File: src/hdl/tsf_pkg.sv
// constants and helpers shared by the task status flag word block
package tsf_pkg;

  // ==========================================================================
  // sizes
  localparam int NUM_TASKS    = 2;
  localparam int EVT_PER_TASK = 5;
  localparam int NUM_EVT      = NUM_TASKS * EVT_PER_TASK;
  localparam int ADDR_W       = 12;
  localparam int IDX_W        = ADDR_W - 2;
  localparam int WORD_W       = 16;
  localparam int CODE_W       = 12;

  // ==========================================================================
  // register indices, byte address is four times the index
  localparam logic [IDX_W-1:0] IDX_T1_CODE  = 10'h00a;
  localparam logic [IDX_W-1:0] IDX_T1_STAT  = 10'h00b;
  localparam logic [IDX_W-1:0] IDX_T2_CODE  = 10'h00c;
  localparam logic [IDX_W-1:0] IDX_T2_STAT  = 10'h00d;
  localparam logic [IDX_W-1:0] IDX_CTRL     = 10'h010;
  localparam logic [IDX_W-1:0] IDX_IRQ_STAT = 10'h011;
  localparam logic [IDX_W-1:0] IDX_IRQ_MASK = 10'h012;

  // ==========================================================================
  // status word bit positions
  localparam int POS_TASK_ERR    = 0;
  localparam int POS_AUTO        = 2;
  localparam int POS_MANUAL      = 3;
  localparam int POS_RUN         = 4;
  localparam int POS_FINISHED    = 5;
  localparam int POS_OPT_WAIT    = 6;
  localparam int POS_CODE_WAIT   = 7;
  localparam int POS_STROBE      = 8;
  localparam int POS_CYCLE_START = 9;
  localparam int POS_ADDR_DONE   = 12;
  localparam int POS_TEACH_DONE  = 13;
  localparam int POS_TEACH_ERR   = 14;
  localparam int POS_ADDR_OVER   = 15;

  // ==========================================================================
  // control register fields, one bit per task in each
  localparam int POS_CTRL_TEACH    = 0;
  localparam int POS_CTRL_SET_ADDR = 2;
  localparam int POS_CTRL_CODE_RST = 4;

  // ==========================================================================
  // interrupt event slots within a task group
  localparam int EVT_TASK_ERR   = 0;
  localparam int EVT_STROBE     = 1;
  localparam int EVT_TEACH_DONE = 2;
  localparam int EVT_TEACH_ERR  = 3;
  localparam int EVT_ADDR_OVER  = 4;

  // ==========================================================================
  // reset values
  localparam logic [NUM_EVT-1:0]   MASK_RST = 10'h000;
  localparam logic [NUM_TASKS-1:0] CMD_RST  = 2'h0;

  localparam logic [3:0] BCD_DIGIT_MAX = 4'h9;

  function automatic logic bcd_digit_ok(input logic [3:0] d);
    return d <= BCD_DIGIT_MAX;
  endfunction

endpackage

File: src/hdl/tsf_flags_if.sv
// flag bundle from the per-task flag logic to the register bank
`timescale 1ns/1ps
interface tsf_flags_if;
  logic [15:0] task_bits;
  logic [15:0] teach_bits;
  logic [11:0] code;

  modport task_side  (output task_bits, output code);
  modport teach_side (output teach_bits);
  modport reader     (input task_bits, input teach_bits, input code);
endinterface

File: src/hdl/tsf_task_flags.sv
// per-task mode, program and auxiliary code flags
`timescale 1ns/1ps
module tsf_task_flags (
  input  wire logic        pclk,
  input  wire logic        presetn,
  input  wire logic        task_error,
  input  wire logic        auto_mode,
  input  wire logic        manual_mode,
  input  wire logic        prog_running,
  input  wire logic        program_end_instruction,
  input  wire logic        opt_input_wait,
  input  wire logic        code_reset_wait,
  input  wire logic        aux_load,
  input  wire logic [11:0] aux_code,
  input  wire logic        code_reset,
  tsf_flags_if.task_side   flags
);

  typedef struct packed {
    logic        err;
    logic        auto_m;
    logic        manual_m;
    logic        run;
    logic        finished;
    logic        opt_wait;
    logic        code_wait;
    logic        strobe;
    logic [11:0] code;
  } tsf_task_state_s;

  tsf_task_state_s st;
  tsf_task_state_s next_st;
  logic            code_ok;
  logic [15:0]     word;

  // ==========================================================================
  // next state
  always_comb begin
    next_st   = st;
    code_ok   = tsf_pkg::bcd_digit_ok(aux_code[11:8]) &
                tsf_pkg::bcd_digit_ok(aux_code[7:4]) &
                tsf_pkg::bcd_digit_ok(aux_code[3:0]);
    next_st.err      = task_error;
    // both modes asserted at once is treated as neither
    next_st.auto_m   = auto_mode & ~manual_mode;
    next_st.manual_m = manual_mode & ~auto_mode;
    next_st.run      = prog_running;
    if (program_end_instruction) begin
      next_st.finished = 1'b1;
    end else if (prog_running) begin
      next_st.finished = 1'b0;
    end
    next_st.opt_wait  = opt_input_wait;
    next_st.code_wait = code_reset_wait;
    // a new code wins over a reset in the same cycle
    if (aux_load && code_ok) begin
      next_st.strobe = 1'b1;
      next_st.code   = aux_code;
    end else if (code_reset) begin
      next_st.strobe = 1'b0;
    end
  end

  always_ff @(posedge pclk or negedge presetn) begin
    if (!presetn) begin
      st <= '0;
    end else begin
      st <= next_st;
    end
  end

  // ==========================================================================
  // word assembly, bit 01 stays zero
  always_comb begin
    word                               = 16'h0000;
    word[tsf_pkg::POS_TASK_ERR]        = st.err;
    word[tsf_pkg::POS_AUTO]            = st.auto_m;
    word[tsf_pkg::POS_MANUAL]          = st.manual_m;
    word[tsf_pkg::POS_RUN]             = st.run;
    word[tsf_pkg::POS_FINISHED]        = st.finished;
    word[tsf_pkg::POS_OPT_WAIT]        = st.opt_wait;
    word[tsf_pkg::POS_CODE_WAIT]       = st.code_wait;
    word[tsf_pkg::POS_STROBE]          = st.strobe;
  end

  assign flags.task_bits = word;
  assign flags.code      = st.code;

endmodule

File: src/hdl/tsf_teach_flags.sv
// per-task cycle start and teaching handshake flags
`timescale 1ns/1ps
module tsf_teach_flags (
  input  wire logic       pclk,
  input  wire logic       presetn,
  input  wire logic       cycle_start,
  input  wire logic       teach_cmd,
  input  wire logic       set_addr_cmd,
  input  wire logic       teach_ok,
  input  wire logic       teach_fail,
  input  wire logic       addr_stored,
  input  wire logic       addr_over,
  tsf_flags_if.teach_side flags
);

  typedef struct packed {
    logic cs;
    logic addr_done;
    logic done;
    logic err;
    logic over;
  } tsf_teach_state_s;

  tsf_teach_state_s st;
  tsf_teach_state_s next_st;
  logic             err_clear;
  logic [15:0]      word;

  // ==========================================================================
  // next state, every set wins over its clear
  always_comb begin
    next_st   = st;
    err_clear = (teach_ok & teach_cmd) | (addr_stored & set_addr_cmd);
    next_st.cs = cycle_start;
    if (addr_stored && set_addr_cmd) begin
      next_st.addr_done = 1'b1;
    end else if (!set_addr_cmd) begin
      next_st.addr_done = 1'b0;
    end
    // done holds while the command stays on, so the host sees it
    if (teach_ok && teach_cmd) begin
      next_st.done = 1'b1;
    end else if (!teach_cmd) begin
      next_st.done = 1'b0;
    end
    if (teach_fail) begin
      next_st.err = 1'b1;
    end else if (err_clear) begin
      next_st.err = 1'b0;
    end
    if (addr_over) begin
      next_st.over = 1'b1;
    end else if (err_clear) begin
      next_st.over = 1'b0;
    end
  end

  always_ff @(posedge pclk or negedge presetn) begin
    if (!presetn) begin
      st <= '0;
    end else begin
      st <= next_st;
    end
  end

  // ==========================================================================
  // word assembly, bits 10 and 11 stay zero
  always_comb begin
    word                           = 16'h0000;
    word[tsf_pkg::POS_CYCLE_START] = st.cs;
    word[tsf_pkg::POS_ADDR_DONE]   = st.addr_done;
    word[tsf_pkg::POS_TEACH_DONE]  = st.done;
    word[tsf_pkg::POS_TEACH_ERR]   = st.err;
    word[tsf_pkg::POS_ADDR_OVER]   = st.over;
  end

  assign flags.teach_bits = word;

endmodule

File: src/hdl/tsf_top.sv
// task status flag words and auxiliary code words behind an apb slave
//
// The APB interface to the registers was decided locally.
`timescale 1ns/1ps
module tsf_top (
  input  wire logic                              pclk,
  input  wire logic                              presetn,
  input  wire logic                              psel,
  input  wire logic                              penable,
  input  wire logic                              pwrite,
  input  wire logic [tsf_pkg::ADDR_W-1:0]        paddr,
  input  wire logic [31:0]                       pwdata,
  output logic      [31:0]                       prdata,
  output logic                                   pready,
  output logic                                   pslverr,
  output logic                                   irq,
  input  wire logic [tsf_pkg::NUM_TASKS-1:0]     task_error,
  input  wire logic [tsf_pkg::NUM_TASKS-1:0]     auto_mode,
  input  wire logic [tsf_pkg::NUM_TASKS-1:0]     manual_mode,
  input  wire logic [tsf_pkg::NUM_TASKS-1:0]     prog_running,
  input  wire logic [tsf_pkg::NUM_TASKS-1:0]     program_end_instruction,
  input  wire logic [tsf_pkg::NUM_TASKS-1:0]     opt_input_wait,
  input  wire logic [tsf_pkg::NUM_TASKS-1:0]     code_reset_wait,
  input  wire logic [tsf_pkg::NUM_TASKS-1:0]     aux_load,
  input  wire logic [tsf_pkg::NUM_TASKS-1:0][11:0] aux_code,
  input  wire logic [tsf_pkg::NUM_TASKS-1:0]     cycle_start,
  input  wire logic [tsf_pkg::NUM_TASKS-1:0]     teach_ok,
  input  wire logic [tsf_pkg::NUM_TASKS-1:0]     teach_fail,
  input  wire logic [tsf_pkg::NUM_TASKS-1:0]     addr_stored,
  input  wire logic [tsf_pkg::NUM_TASKS-1:0]     addr_over,
  output logic      [tsf_pkg::NUM_TASKS-1:0]     teach_req,
  output logic      [tsf_pkg::NUM_TASKS-1:0]     set_addr_req,
  output logic      [tsf_pkg::NUM_TASKS-1:0]     code_reset_req
);

  typedef struct packed {
    logic [tsf_pkg::NUM_TASKS-1:0] teach_cmd;
    logic [tsf_pkg::NUM_TASKS-1:0] addr_cmd;
    logic [tsf_pkg::NUM_TASKS-1:0] code_rst;
    logic [tsf_pkg::NUM_EVT-1:0]   evt_prev;
    logic [tsf_pkg::NUM_EVT-1:0]   irq_stat;
    logic [tsf_pkg::NUM_EVT-1:0]   irq_mask;
    logic [31:0]                   prdata;
    logic                          pready;
    logic                          pslverr;
    logic                          irq;
  } tsf_top_state_s;

  tsf_top_state_s              st;
  tsf_top_state_s              next_st;
  logic [15:0]                 stat_w [tsf_pkg::NUM_TASKS];
  logic [15:0]                 code_w [tsf_pkg::NUM_TASKS];
  logic [tsf_pkg::NUM_EVT-1:0] evt_now;
  logic [tsf_pkg::NUM_EVT-1:0] evt_rise;
  logic [tsf_pkg::NUM_EVT-1:0] rd_clear;
  logic [tsf_pkg::IDX_W-1:0]   idx;
  logic                        setup;
  logic                        access;
  logic                        hit;
  logic                        wr_ok;
  logic [31:0]                 rd_word;

  // ==========================================================================
  // per-task flag logic
  tsf_flags_if fl [tsf_pkg::NUM_TASKS] ();

  genvar gi;
  generate
    for (gi = 0; gi < tsf_pkg::NUM_TASKS; gi++) begin : g_task
      tsf_task_flags u_task (
        .pclk                    (pclk),
        .presetn                 (presetn),
        .task_error              (task_error[gi]),
        .auto_mode               (auto_mode[gi]),
        .manual_mode             (manual_mode[gi]),
        .prog_running            (prog_running[gi]),
        .program_end_instruction (program_end_instruction[gi]),
        .opt_input_wait          (opt_input_wait[gi]),
        .code_reset_wait         (code_reset_wait[gi]),
        .aux_load                (aux_load[gi]),
        .aux_code                (aux_code[gi]),
        .code_reset              (st.code_rst[gi]),
        .flags                   (fl[gi].task_side)
      );

      tsf_teach_flags u_teach (
        .pclk         (pclk),
        .presetn      (presetn),
        .cycle_start  (cycle_start[gi]),
        .teach_cmd    (st.teach_cmd[gi]),
        .set_addr_cmd (st.addr_cmd[gi]),
        .teach_ok     (teach_ok[gi]),
        .teach_fail   (teach_fail[gi]),
        .addr_stored  (addr_stored[gi]),
        .addr_over    (addr_over[gi]),
        .flags        (fl[gi].teach_side)
      );

      // the two halves never overlap, so or-ing them forms the word
      assign stat_w[gi] = fl[gi].task_bits | fl[gi].teach_bits;
      assign code_w[gi] = {4'h0, fl[gi].code};

      assign evt_now[gi*tsf_pkg::EVT_PER_TASK + tsf_pkg::EVT_TASK_ERR]   = stat_w[gi][tsf_pkg::POS_TASK_ERR];
      assign evt_now[gi*tsf_pkg::EVT_PER_TASK + tsf_pkg::EVT_STROBE]     = stat_w[gi][tsf_pkg::POS_STROBE];
      assign evt_now[gi*tsf_pkg::EVT_PER_TASK + tsf_pkg::EVT_TEACH_DONE] = stat_w[gi][tsf_pkg::POS_TEACH_DONE];
      assign evt_now[gi*tsf_pkg::EVT_PER_TASK + tsf_pkg::EVT_TEACH_ERR]  = stat_w[gi][tsf_pkg::POS_TEACH_ERR];
      assign evt_now[gi*tsf_pkg::EVT_PER_TASK + tsf_pkg::EVT_ADDR_OVER]  = stat_w[gi][tsf_pkg::POS_ADDR_OVER];
    end
  endgenerate

  // ==========================================================================
  // read decode
  always_comb begin
    rd_word = 32'h0000_0000;
    hit     = 1'b1;
    wr_ok   = 1'b0;
    case (idx)
      tsf_pkg::IDX_T1_CODE: begin
        rd_word = {16'h0000, code_w[0]};
      end
      tsf_pkg::IDX_T1_STAT: begin
        rd_word = {16'h0000, stat_w[0]};
      end
      tsf_pkg::IDX_T2_CODE: begin
        rd_word = {16'h0000, code_w[1]};
      end
      tsf_pkg::IDX_T2_STAT: begin
        rd_word = {16'h0000, stat_w[1]};
      end
      tsf_pkg::IDX_CTRL: begin
        wr_ok = 1'b1;
        rd_word[tsf_pkg::POS_CTRL_TEACH +: tsf_pkg::NUM_TASKS]    = st.teach_cmd;
        rd_word[tsf_pkg::POS_CTRL_SET_ADDR +: tsf_pkg::NUM_TASKS] = st.addr_cmd;
      end
      tsf_pkg::IDX_IRQ_STAT: begin
        rd_word[tsf_pkg::NUM_EVT-1:0] = st.irq_stat;
      end
      tsf_pkg::IDX_IRQ_MASK: begin
        wr_ok = 1'b1;
        rd_word[tsf_pkg::NUM_EVT-1:0] = st.irq_mask;
      end
      default: begin
        hit = 1'b0;
      end
    endcase
  end

  // ==========================================================================
  // bus slave, interrupt and command state
  always_comb begin
    next_st  = st;
    idx      = paddr[tsf_pkg::ADDR_W-1:2];
    setup    = psel & ~penable;
    access   = psel & penable & st.pready;
    evt_rise = evt_now & ~st.evt_prev;
    rd_clear = '0;

    next_st.evt_prev = evt_now;
    next_st.code_rst = '0;
    next_st.pready   = 1'b0;

    // decode in setup so pready and prdata both come from flops
    if (setup) begin
      next_st.pready  = 1'b1;
      next_st.prdata  = pwrite ? 32'h0000_0000 : rd_word;
      next_st.pslverr = ~hit | (paddr[1:0] != 2'b00) | (pwrite & ~wr_ok);
    end

    if (access && pwrite && !st.pslverr) begin
      case (idx)
        tsf_pkg::IDX_CTRL: begin
          next_st.teach_cmd = pwdata[tsf_pkg::POS_CTRL_TEACH +: tsf_pkg::NUM_TASKS];
          next_st.addr_cmd  = pwdata[tsf_pkg::POS_CTRL_SET_ADDR +: tsf_pkg::NUM_TASKS];
          next_st.code_rst  = pwdata[tsf_pkg::POS_CTRL_CODE_RST +: tsf_pkg::NUM_TASKS];
        end
        tsf_pkg::IDX_IRQ_MASK: begin
          next_st.irq_mask = pwdata[tsf_pkg::NUM_EVT-1:0];
        end
        default: begin
          next_st.irq_mask = st.irq_mask;
        end
      endcase
    end

    // clear only what the read returned; later events survive
    if (access && !pwrite && !st.pslverr && idx == tsf_pkg::IDX_IRQ_STAT) begin
      rd_clear = st.prdata[tsf_pkg::NUM_EVT-1:0];
    end

    next_st.irq_stat = (st.irq_stat & ~rd_clear) | evt_rise;
    next_st.irq      = |(next_st.irq_stat & next_st.irq_mask);
  end

  always_ff @(posedge pclk or negedge presetn) begin
    if (!presetn) begin
      st           <= '0;
      st.irq_mask  <= tsf_pkg::MASK_RST;
      st.teach_cmd <= tsf_pkg::CMD_RST;
      st.addr_cmd  <= tsf_pkg::CMD_RST;
    end else begin
      st <= next_st;
    end
  end

  // ==========================================================================
  // outputs, all straight from flops
  assign prdata         = st.prdata;
  assign pready         = st.pready;
  assign pslverr        = st.pslverr;
  assign irq            = st.irq;
  assign teach_req      = st.teach_cmd;
  assign set_addr_req   = st.addr_cmd;
  assign code_reset_req = st.code_rst;

endmodule

File: config.mk
export PLATFORM = sky130hd
export DESIGN_NAME = tsf_top
export DESIGN_NICKNAME = d
export VERILOG_FILES = /design/src/hdl/tsf_pkg.sv /design/src/hdl/tsf_flags_if.sv /design/src/hdl/tsf_task_flags.sv /design/src/hdl/tsf_teach_flags.sv /design/src/hdl/tsf_top.sv
export SDC_FILE = /design/constraint.sdc
export NUM_CORES = 1
export LEC_CHECK = 0
export BUFFER_PORTS_ARGS = -buffer_cell sky130_fd_sc_hd__buf_4
export CORE_ASPECT_RATIO = 1.5
export CORE_MARGIN = 5
export CORE_UTILIZATION = 45
export DETAILED_ROUTE_END_ITERATION = 10
export GPL_TIMING_DRIVEN = 0
export PLACE_DENSITY = 0.71
export SLEW_MARGIN = 20
export SYNTH_ARGS = -nofsm -noshare
export SYNTH_HDL_FRONTEND = slang
export SYNTH_SLANG_ARGS = --single-unit
File: constraint.sdc
create_clock -name pclk -period 2.17 [get_ports pclk]
set_clock_uncertainty 0.05 [all_clocks]
set_input_delay 0.1085 -clock pclk [delete_from_list [all_inputs] [get_ports pclk]]
set_output_delay 0.1085 -clock pclk [all_outputs]
set_load 0.05 [all_outputs]
Yosys cells after proc, flatten, opt, wreduce, memory -nomap -nowiden
Index checks and enable logic that the tools add are counted.
Word-level totals
  register bits: 121
  word-level logic and storage cells: 150
Operators by class
  equal/unequal tests: 11
  muxes and demuxes: 34
  $lt $le $gt $ge: 6
  reduce and logical (&&, ||, !) cells: 26
  bitwise logic cells: 35
Operators by type and width (number)
  $eq A10 B4 Y1 const B: 4
  $pmux W6 S6: 1
  $or A9 B16 Y16: 2
  $and A10 B10 Y10: 3
  $eq A10 B5 Y1 const B: 3
  $mux W10: 3
  $pmux W4 S7: 1
  $le A4 B4 Y1 const B: 6
  $mux W1: 24
  $pmux W6 S4: 1
  $not A10 Y10: 2
  $reduce_bool A2 Y1: 9
  $and A1 B1 Y1: 16
  $mux W16: 1
  $logic_and A1 B1 Y1: 11
  $or A10 B10 Y10: 1
  $reduce_or A10 Y1: 1
  $ne A2 B1 Y1 const B: 4
  $not A1 Y1: 7
  $reduce_or A7 Y1: 1
  $mux W2: 3
  $or A1 B1 Y1: 4
  $logic_not A1 Y1: 2
  $reduce_and A2 Y1: 1
  $reduce_or A2 Y1: 1

Longest topological paths before layout
Gate-level depths: netlist (run 1).
  depth in word-level cells: 11
  gate-level depth with buffers: 8
  depth with buffers taken out: 6

Hierarchy
Synthesis (run 1) repeated with hierarchy kept, for this count alone.
Second synthesis, totals
  cells, all modules: 488
  area, all modules: 5346.4 sq um
Modules (own cells, without submodules)
  tsf_top: cells each 340, area each 3229.3 sq um, times used 1
  tsf_task_flags: cells each 52, area each 804.5 sq um, times used 2
  tsf_teach_flags: cells each 22, area each 254.0 sq um, times used 2

Least setup slack after synthesis (run 1)
No wires, ideal clock.
  kind: register to register
  start point: register st (netlist bit pslverr)
  end point: register st (netlist bit irq)
  slack: 0.106 ns
  stages on the path, launching flop included: 7
  setup time: 0.134 ns
  data required time: 1.986 ns
  buffers on the path: 0
  arrival time: 1.881 ns
  clock period less this slack: 2.064 ns
  cells stage by stage: dfrtp_1 > and4b_1 > nand4_2 > mux2_2 > a22oi_1 > and3_1 > nand4_1
RTL lines
  from (decl): line tsf_top.sv:49  | tsf_top_state_s st;
  from (signal assigned): line tsf_top.sv:201  | st <= next_st;

==> impl_metrics.json, run 1 <==
{
  "slowest_delay_ns": 0.40,
  "gp_congestion": 0.8884,
  "cp-end-kind": "register",
  "firstDrtPassIters": 5,
  "status": "completed",
  "ys_types": 46,
  "cts_max_level": 3,
  "core_mm2": 0.01042,
  "path_cells": "and4b_1 > nand4_1 > a221o_1 > a22oi_1 > and3_1 > nand4_1",
  "rsz0062_at_grt": "false",
  "grt_usage": 0.2121,
  "die-area_mm2": 0.01271,
  "postSynth.asyncResetShare": 1.000,
  "area_growth_pct": 40.75,
  "drtIter0Drc": 256,
  "gr-total-overflow": 0,
  "crit_path_frequent_cell": "nand4_1",
  "cp.required_ns": 2.34,
  "tritoncts": "yes",
  "initial_core_util": 0.4545,
  "crit_slowest_cell": "and4b_1",
  "io_pins": 140,
  "crit_path_max_fanout": 5,
  "finalNonFillerCells": 740,
  "arrival_ns": 2.21,
  "via_count": 3839,
  "powerDensity_mw_per_mm2": 673.3,
  "max_slew_margin": 0.3900,
  "post-route-period-util": 0.9394,
  "peakVddDrop_uv": 508.4,
  "route.detailed.drc": 0,
  "hp-class": "input port to register",
  "tightest_slew_ns": 0.9150,
  "port_buffers": 99,
  "final.setup.tns_ns": 0,
  "fin_nets": 690,
  "dp_cells": 663,
  "avgViaCountPerCell": 5.188,
  "hpwlAfterDp_um": 9412,
  "critPathLaunchType": "register",
  "maxSlewViolCount": 0,
  "ys_seq_area_frac": 0.5550,
  "maxCapViolations": 0,
  "drive_gt1_frac": 0.3406,
  "mappedNetlistArea_mm2": 0.004735,
  "fmaxAchievable_mhz": 490.6,
  "synth_ff_type": "dfrtp_1",
  "finalHoldViolCount": 0,
  "setup_violations": 0,
  "ys_warn_count": 0,
  "wl_um": 12920,
  "grt_pass1_wl_um": 20600,
  "cts-root-buf": "clkbuf_16",
  "synth_edf_count": 0,
  "grt_antenna_before_repair": 0,
  "cts_made_buffers": 9,
  "die_h_um": 135.6,
  "grt_max_degree": 106,
  "synthCells": 405,
  "cp_top_family": "simple AND/OR/NAND/NOR gates",
  "antennaDiodeCount": 0,
  "clk_pin_slew_ns": 0.07,
  "cts_sinks": 105,
  "crit_type": "register to register",
  "wire_per_inst_um": 17.46,
  "grt_pass1_vias": 4011,
  "crit_buf_inv": 0,
  "rows": 46,
  "ant_nets": 0,
  "min_period_ns": 2.039,
  "ys_ff_latch": 105,
  "syn_avg_cell_area_um2": 11.69,
  "die_x_um": 93.75,
  "cts_buffer_depth": 2,
  "leakagePower_uw": 0.003160,
  "clk_latency_ns": 0.35
}
## through the flow
stage          area (µm²)  utilization  setup slack (ns)  power [µW]  hold slack (ns)
6_report             6664       0.6397            0.1315        4487         0.004703
5_1_grt              6664       0.6397           0.04217        4652          0.05842
4_1_cts              6655       0.6388           0.01336        4515         0.003811
3_5_place_dp         5718       0.5489           0.01877        2667           0.1692
3_3_place_gp         5714       0.5485           0.02481        2648           0.1687
2_1_floorplan        4791            -            0.1058        2438          -0.2371
## routing by layer
layer / up-vias / share of wire / GRT usage
li1: 1788 / - / -
met2: 144 / 0.57 / 0.3975
met1: 1893 / 0.37 / 0.2405
met3: 14 / 0.044 / 0.03280
met5: - / 0 / 0
met4: 0 / 0.012 / 0.07229
## power breakdown
part,leakage (µW),switching (µW),internal (µW)
registers,0.00127,74.9,2090
clock network,0.000164,736,1030
logic,0.00173,265,297
## worst min-delay path, delay by kind of cell
kind | cells | cell delay (ns)
compound gates | 1 | 0.14
buf+inv | 1 | 0.08
simple gates | 1 | 0.03
## cell type report
type                       count  area (µm²)
buffer                        52       356.6
clock buffer                   9       225.2
clock inverter                 7       101.3
fill                         812        3754
inverter                      15       56.30
multi-input combinational    248        1759
sequential                   105        2628
tap                          144       180.2
timing repair buffer         160        1358
## kinds of logic (layout without fill, tap and decap cells)
family / Yosys count / count (layout) / synth area share
AO/OA/AOI/OAI: 95 / 95 / 0.1469
XOR/XNOR: 1 / 1 / 0.001850
buffers and inverters: 67 / 243 / 0.08721
flip-flops: 105 / 105 / 0.5550
multiplexers: 38 / 38 / 0.08932
other: 1 / 16 / 0.0007921
AND/OR/NAND/NOR: 98 / 98 / 0.1189
## synthesized netlist by cell type (all sizes together), types with 3 or more instances
cell type  number  share of area
a21o            7          0.011
dfrtp         105           0.55
nor3            4         0.0053
inv            15          0.012
o21a            7          0.011
a222oi          9          0.019
nor2            6         0.0048
a21oi           4         0.0042
nand4           5         0.0079
nor4            3          0.010
nor4b           4         0.0074
a22oi          21          0.033
o2bb2ai         7          0.013
o21ai          22          0.023
nor2b           9          0.012
nand2b          3         0.0040
or3             3         0.0040
mux2i           4         0.0085
clkbuf          5         0.0040
nand2          46          0.036
a22o           11          0.020
mux2           34          0.081
o22ai           3         0.0040
buf            47          0.071
## registers in the layout, indices dropped and copies added, names as in the netlist
signal	count
pslverr	1
prdata	16
teach_req	2
pready	1
code_reset_req	2
st	30
irq	1
set_addr_req	2
g_task.u_teach.flags.teach_bits	10
g_task.u_task.flags.code	24
g_task.u_task.flags.task_bits	16
## worst paths after layout
kind,start,to,slack [ns],depth (start not counted)
min reg2reg,g_task[0].u_task.flags.task_bits[0],st[55],0.38,0
max,pslverr,irq,0.13,6
max in group asynchronous,presetn,pslverr,1.08,2
max reg2reg,pslverr,irq,0.13,6
min in group asynchronous,presetn,st[52],0.40,2
min,paddr[1],pslverr,0.005,3
## timing repair
action / CTS / global route
setup endpoints to repair: 0 / 1
buffers inserted: 0 / 0
gates resized for setup: 0 / 1
endpoints found under the hold margin: 168 / 0
hold buffers: 61 / 0
## placed cells by master, fill, tap and decap left out, types with 3 or more instances in the layout
cell	count
buf_4	137
a22o_1	11
dfrtp_1	105
o21a_1	7
a21o_1	7
dlygate4sd3_1	61
or3_1	3
mux2_2	34
buf_2	6
o22ai_1	3
nand2_1	46
o21ai_0	19
nand4_1	4
clkbuf_16	9
a222oi_1	9
nor4b_1	4
mux2i_1	4
o21ai_1	3
conb_1	16
nor3_1	3
nand2b_1	3
a22oi_1	21
nor2_1	6
o2bb2ai_1	7
inv_1	15
nor2b_1	9
a21oi_1	4
clkbuf_1	5
Power figures use the tool's default switching activity.
==> run 2, diff against run 1 <==
PLACE_DENSITY = 0.75   (was 0.71)
==> impl_metrics.json, run 2 (synthesis results as in run 1) <==
{
  "rsz0062_at_grt": "false",
  "place_ws_ns": -0.01964,
  "fmaxAchievable_mhz": 490.5,
  "fin_ws_ns": 0.1313,
  "ant_nets": 0,
  "die_x_um": 93.75,
  "critPathLaunch": "pslverr",
  "final_cell_mix": "buf_4 (137), dfrtp_1 (105), dlygate4sd3_1 (61)",
  "firstDrtPassIters": 5,
  "grt_pass1_wl_um": 20170,
  "tightest_slew_ns": 0.9570,
  "leakagePower_uw": 0.003156,
  "tritoncts": "yes",
  "cts_setup_buffers": 0,
  "crit_path_frequent_cell": "nand4_1",
  "largest_reg_flops": 30,
  "crit_buf_inv": 0,
  "via_count": 3864,
  "cts-root-buf": "clkbuf_16",
  "route.detailed.drc": 0,
  "path_cells": "and4b_2 > nand4_1 > a221o_1 > a22oi_1 > and3_1 > nand4_1",
  "cp.required_ns": 2.34,
  "reg2reg_depth": 6,
  "area_growth_pct": 40.67,
  "finalHoldViolCount": 0,
  "cts_buffer_depth": 2,
  "crit_slowest_cell": "dfrtp_1",
  "fill_cells": 822,
  "r2r_end": "irq",
  "gp_congestion": 0.8732,
  "finalNonFillerCells": 740,
  "clk_latency_ns": 0.35,
  "crit_type": "register to register",
  "maxCapViolations": 0,
  "arrival_ns": 2.21,
  "hold_end": "pslverr",
  "wl_um": 12970,
  "post-route-period-util": 0.9395,
  "peakVddDrop_uv": 533.0,
  "top_register": "st",
  "drtIter0Drc": 302,
  "hold_path_depth": 3,
  "grt_max_degree": 106,
  "grt_pass1_vias": 3971,
  "hold_path.startpoint": "paddr[1]",
  "antennaDiodeCount": 0,
  "powerDensity_mw_per_mm2": 670.9,
  "grt_usage": 0.2070,
  "max_slew_margin": 0.3620,
  "gr-total-overflow": 0,
  "hp-class": "input port to register",
  "crit_path_max_fanout": 5,
  "cp-end-kind": "register",
  "hpwlAfterDp_um": 9282,
  "r2r-start": "pslverr",
  "cts_max_level": 3,
  "status": "completed",
  "min_period_ns": 2.039,
  "grt_antenna_before_repair": 0,
  "port_buffers": 99,
  "rows": 46,
  "slowest_delay_ns": 0.40,
  "die_h_um": 135.6,
  "drive_gt1_frac": 0.3406,
  "layout_commonest_cell": "buf_4",
  "io_pins": 140,
  "wire_per_inst_um": 17.53,
  "cts_made_buffers": 9,
  "dp_cells": 663,
  "initial_core_util": 0.4545,
  "rrSetupSlack_ns": 0.13,
  "cp_top_family": "simple AND/OR/NAND/NOR gates",
  "core_mm2": 0.01042,
  "avgViaCountPerCell": 5.222,
  "fin_nets": 690,
  "die-area_mm2": 0.01271,
  "cts_sinks": 105,
  "maxSlewViolCount": 0,
  "critPathLaunchType": "register",
  "setup_violations": 0,
  "clk_pin_slew_ns": 0.07
}
[run 2: changes by cell type in the layout (fill, tap and decap cells not counted)]
| cell | delta |
|---|---|
| inv_8 | -2 |
| and4b_1 | -1 |
| and4b_2 | +1 |
| clkbuf_1 | +1 |
| clkbuf_8 | +1 |
| clkinv_4 | +1 |
| inv_6 | -1 |
[run 2: routing by layer]
metal | vias to the layer above | share of wire | global-route usage
li1 | 1779 | - | -
met1 | 1902 | 0.37 | 0.2387
met2 | 157 | 0.55 | 0.3765
met3 | 26 | 0.049 | 0.02724
met4 | 0 | 0.026 | 0.09237
met5 | - | 0 | 0
[run 2: layout make-up]
| type | instances | area [µm²] | share of cell area |
|---|---|---|---|
| sequential | 105 | 2628 | 0.3945 |
| tap | 144 | 180.2 | 0.02705 |
| multi-input combinational | 248 | 1760 | 0.2643 |
| inverter | 15 | 56.30 | 0.008454 |
| timing repair buffer | 160 | 1358 | 0.2038 |
| buffer | 52 | 356.6 | 0.05354 |
| clock buffer | 11 | 242.7 | 0.03645 |
| clock inverter | 5 | 78.83 | 0.01184 |
[run 2: metrics by stage]
stage,TNS (ns),cell area [µm²],hold slack [ns],util,power (µW)
after CTS,0,6659,0.01896,0.6392,4483
after detailed placement,-0.02436,5718,0.1688,0.5489,2669
after global routing,0,6660,0.05350,0.6393,4632
after floorplan,0,4791,-0.2371,-,2438
after global placement,0,5714,0.1686,0.5485,2647
final,0,6660,0.01774,0.6393,4468
[run 2: worst min-delay path: stages]
cell	delay [ns]
buf_4	0.08
nor4b_1	0.03
o21ai_0	0.16
[run 2: worst max path at each step]
stage | endpoint | depth (start not counted) | slack (ns)
4_1_cts | irq | 6 | 0.10
2_1_floorplan | irq | 6 | 0.11
3_3_place_gp | prdata[2] | 9 | 0.01
3_5_place_dp | prdata[2] | 9 | -0.02
5_1_grt | irq | 6 | 0.02
6_report | irq | 6 | 0.13
[run 2: what timing repair did]
action,4_1_cts,5_1_grt
endpoints found under the setup margin,1,1
hold buffers,61,0
endpoints found under the hold margin,168,0
pin swaps,0,0
resized for setup,1,1
[run 2: power breakdown]
part | total, µW | switching, µW | internal, µW
Clock | 1740 | 697 | 1040
Sequential | 2160 | 76.5 | 2090
Combinational | 567 | 270 | 298
Total | 4470 | 1040 | 3420
==> run 3, diff against run 2 <==
CAP_MARGIN = 20   (was unset)
CTS_BUF_LIST = sky130_fd_sc_hd__clkbuf_16   (was unset)
PLACE_DENSITY = 0.78   (was 0.75)
clock period = 1.8 ns   (was 2.17 ns; I/O delays follow)
==> impl_metrics.json, run 3 (synthesis results as in run 1) <==
{
  "status": "finished, violations left",
  "violations": "setup timing",
  "cts_max_level": 3,
  "die_x_um": 93.75,
  "path_cells": "and4b_2 > nand4_1 > buf_4 > a221o_1 > nand2_1 > and3_1 > nand4_1",
  "cts_sinks": 105,
  "route.detailed.drc": 0,
  "fin_nets": 698,
  "cp-end-kind": "register",
  "setup_violations": 1,
  "cp.required_ns": 1.97,
  "cts_buffer_depth": 2,
  "avgViaCountPerCell": 5.318,
  "via_count": 3983,
  "postPlaceCellArea_mm2": 0.005731,
  "cts-root-buf": "clkbuf_16",
  "crit_path_max_fanout": 5,
  "top_layer": "met4",
  "grt_usage": 0.2178,
  "slowest_delay_ns": 0.39,
  "largest_reg_flops": 30,
  "peakVddDrop_uv": 633.1,
  "final.setup.tns_ns": -0.1606,
  "clk_latency_ns": 0.34,
  "tightest_slew_ns": 0.9448,
  "finalHoldViolCount": 0,
  "crit_slowest_cell": "dfrtp_2",
  "ant_nets": 0,
  "crit_path_frequent_cell": "nand4_1",
  "maxSlewViolCount": 0,
  "die_h_um": 135.6,
  "max_slew_margin": 0.3701,
  "top_register": "st",
  "clk_pin_slew_ns": 0.07,
  "arrival_ns": 2.13,
  "tritoncts": "yes",
  "io_pins": 140,
  "die-area_mm2": 0.01271,
  "layout_commonest_cell": "buf_4",
  "grt_max_degree": 106,
  "leakagePower_uw": 0.003184,
  "hp-class": "input port to register",
  "drtIter0Drc": 319,
  "wl_um": 13500,
  "crit_buf_inv": 1,
  "gr-total-overflow": 0,
  "powerDensity_mw_per_mm2": 772.7,
  "area_growth_pct": 41.78,
  "fin_area_mm2": 0.006713,
  "fin_ws_ns": -0.1606,
  "wire_per_inst_um": 18.02,
  "fmaxAchievable_mhz": 510.0,
  "power_uw": 5187,
  "gp_congestion": 0.8515,
  "drive_gt1_frac": 0.3493,
  "wl_met3_um": 767,
  "initial_core_util": 0.4545,
  "hpwlAfterDp_um": 9594,
  "port_buffers": 99,
  "final_cell_mix": "buf_4 (142), dfrtp_1 (103), dlygate4sd3_1 (63)",
  "wl_met1_um": 4818,
  "post-route-period-util": 1.089,
  "wl_met2_um": 7524,
  "min_period_ns": 1.961,
  "grt_pass1_vias": 4349,
  "rsz0062_at_grt": "true",
  "grt_antenna_before_repair": 0,
  "cp_top_family": "simple AND/OR/NAND/NOR gates",
  "firstDrtPassIters": 5,
  "maxCapViolations": 0,
  "critPathLaunchType": "register",
  "fin_util": 0.6444,
  "cts_made_buffers": 9,
  "crit_type": "register to register",
  "rows": 46,
  "place_ws_ns": -0.3620,
  "core_mm2": 0.01042,
  "grt_pass1_wl_um": 21360
}
## run 3: changes by cell type in the layout (fill, tap and decap cells not counted), moves of 2 or more
cell,delta
buf_4,+5
clkbuf_1,-3
clkinv_1,+3
clkbuf_2,+2
dfrtp_1,-2
dfrtp_2,+2
dlygate4sd3_1,+2
inv_1,+2
## run 3: layout make-up
type                    instances  area [µm²]
fillers                       826        3705
clock buffers                   9       225.2
plain buffers                  52       361.6
clock inverters                 7       53.80
flip-flops and latches        105        2630
inverters                      15       56.30
diodes                          1       2.502
well taps                     144       180.2
repair buffers                168        1435
multi-input cells             248        1768
## run 3: worst paths after layout
| kind | startpoint | cells past startpoint | endpoint | slack, ns |
|---|---|---|---|---|
| max reg2reg | pslverr | 7 | irq | -0.16 |
| max in group asynchronous | presetn | 2 | g_task[1].u_teach.flags.teach_bits[15] | 0.67 |
| min | pwrite | 3 | prdata[3] | 0.14 |
| min in group asynchronous | presetn | 2 | pslverr | 0.37 |
| min reg2reg | g_task[1].u_task.flags.task_bits[8] | 0 | st[61] | 0.36 |
| max | pslverr | 7 | irq | -0.16 |
## run 3: metal layers
layer	GRT usage	vias up
met4	0.09398	0
met3	0.04169	33
met1	0.2340	1947
met5	0	-
met2	0.4070	196
li1	-	1807
## run 3: timing repair
item                       4_1_cts  5_1_grt
resized for setup                1        6
buffers inserted                 6        1
gates cloned                     0        0
hold buffers                    63        0
hold endpoints to repair       169        0
pin swaps                        1        1
setup endpoints to repair        2       18
## run 3: per-stage QoR
step,instances,hold slack (ns)
4_1_cts,748,0.1245
3_3_place_gp,663,0.1500
6_report,749,0.1430
2_1_floorplan,420,-0.2556
3_5_place_dp,663,0.1503
5_1_grt,748,0.1377
## run 3: power by group
part,total (µW),internal [µW],switching [µW]
registers,2610,2520,90.8
logic,701,366,335
clock network,1880,1050,826
## run 3: worst register-to-register path, cell delays in order (launching register included)
cell and delay, ns:
dfrtp_2 0.39, and4b_2 0.35, nand4_1 0.21, buf_4 0.22, a221o_1 0.32, nand2_1 0.07
and3_1 0.15, nand4_1 0.07
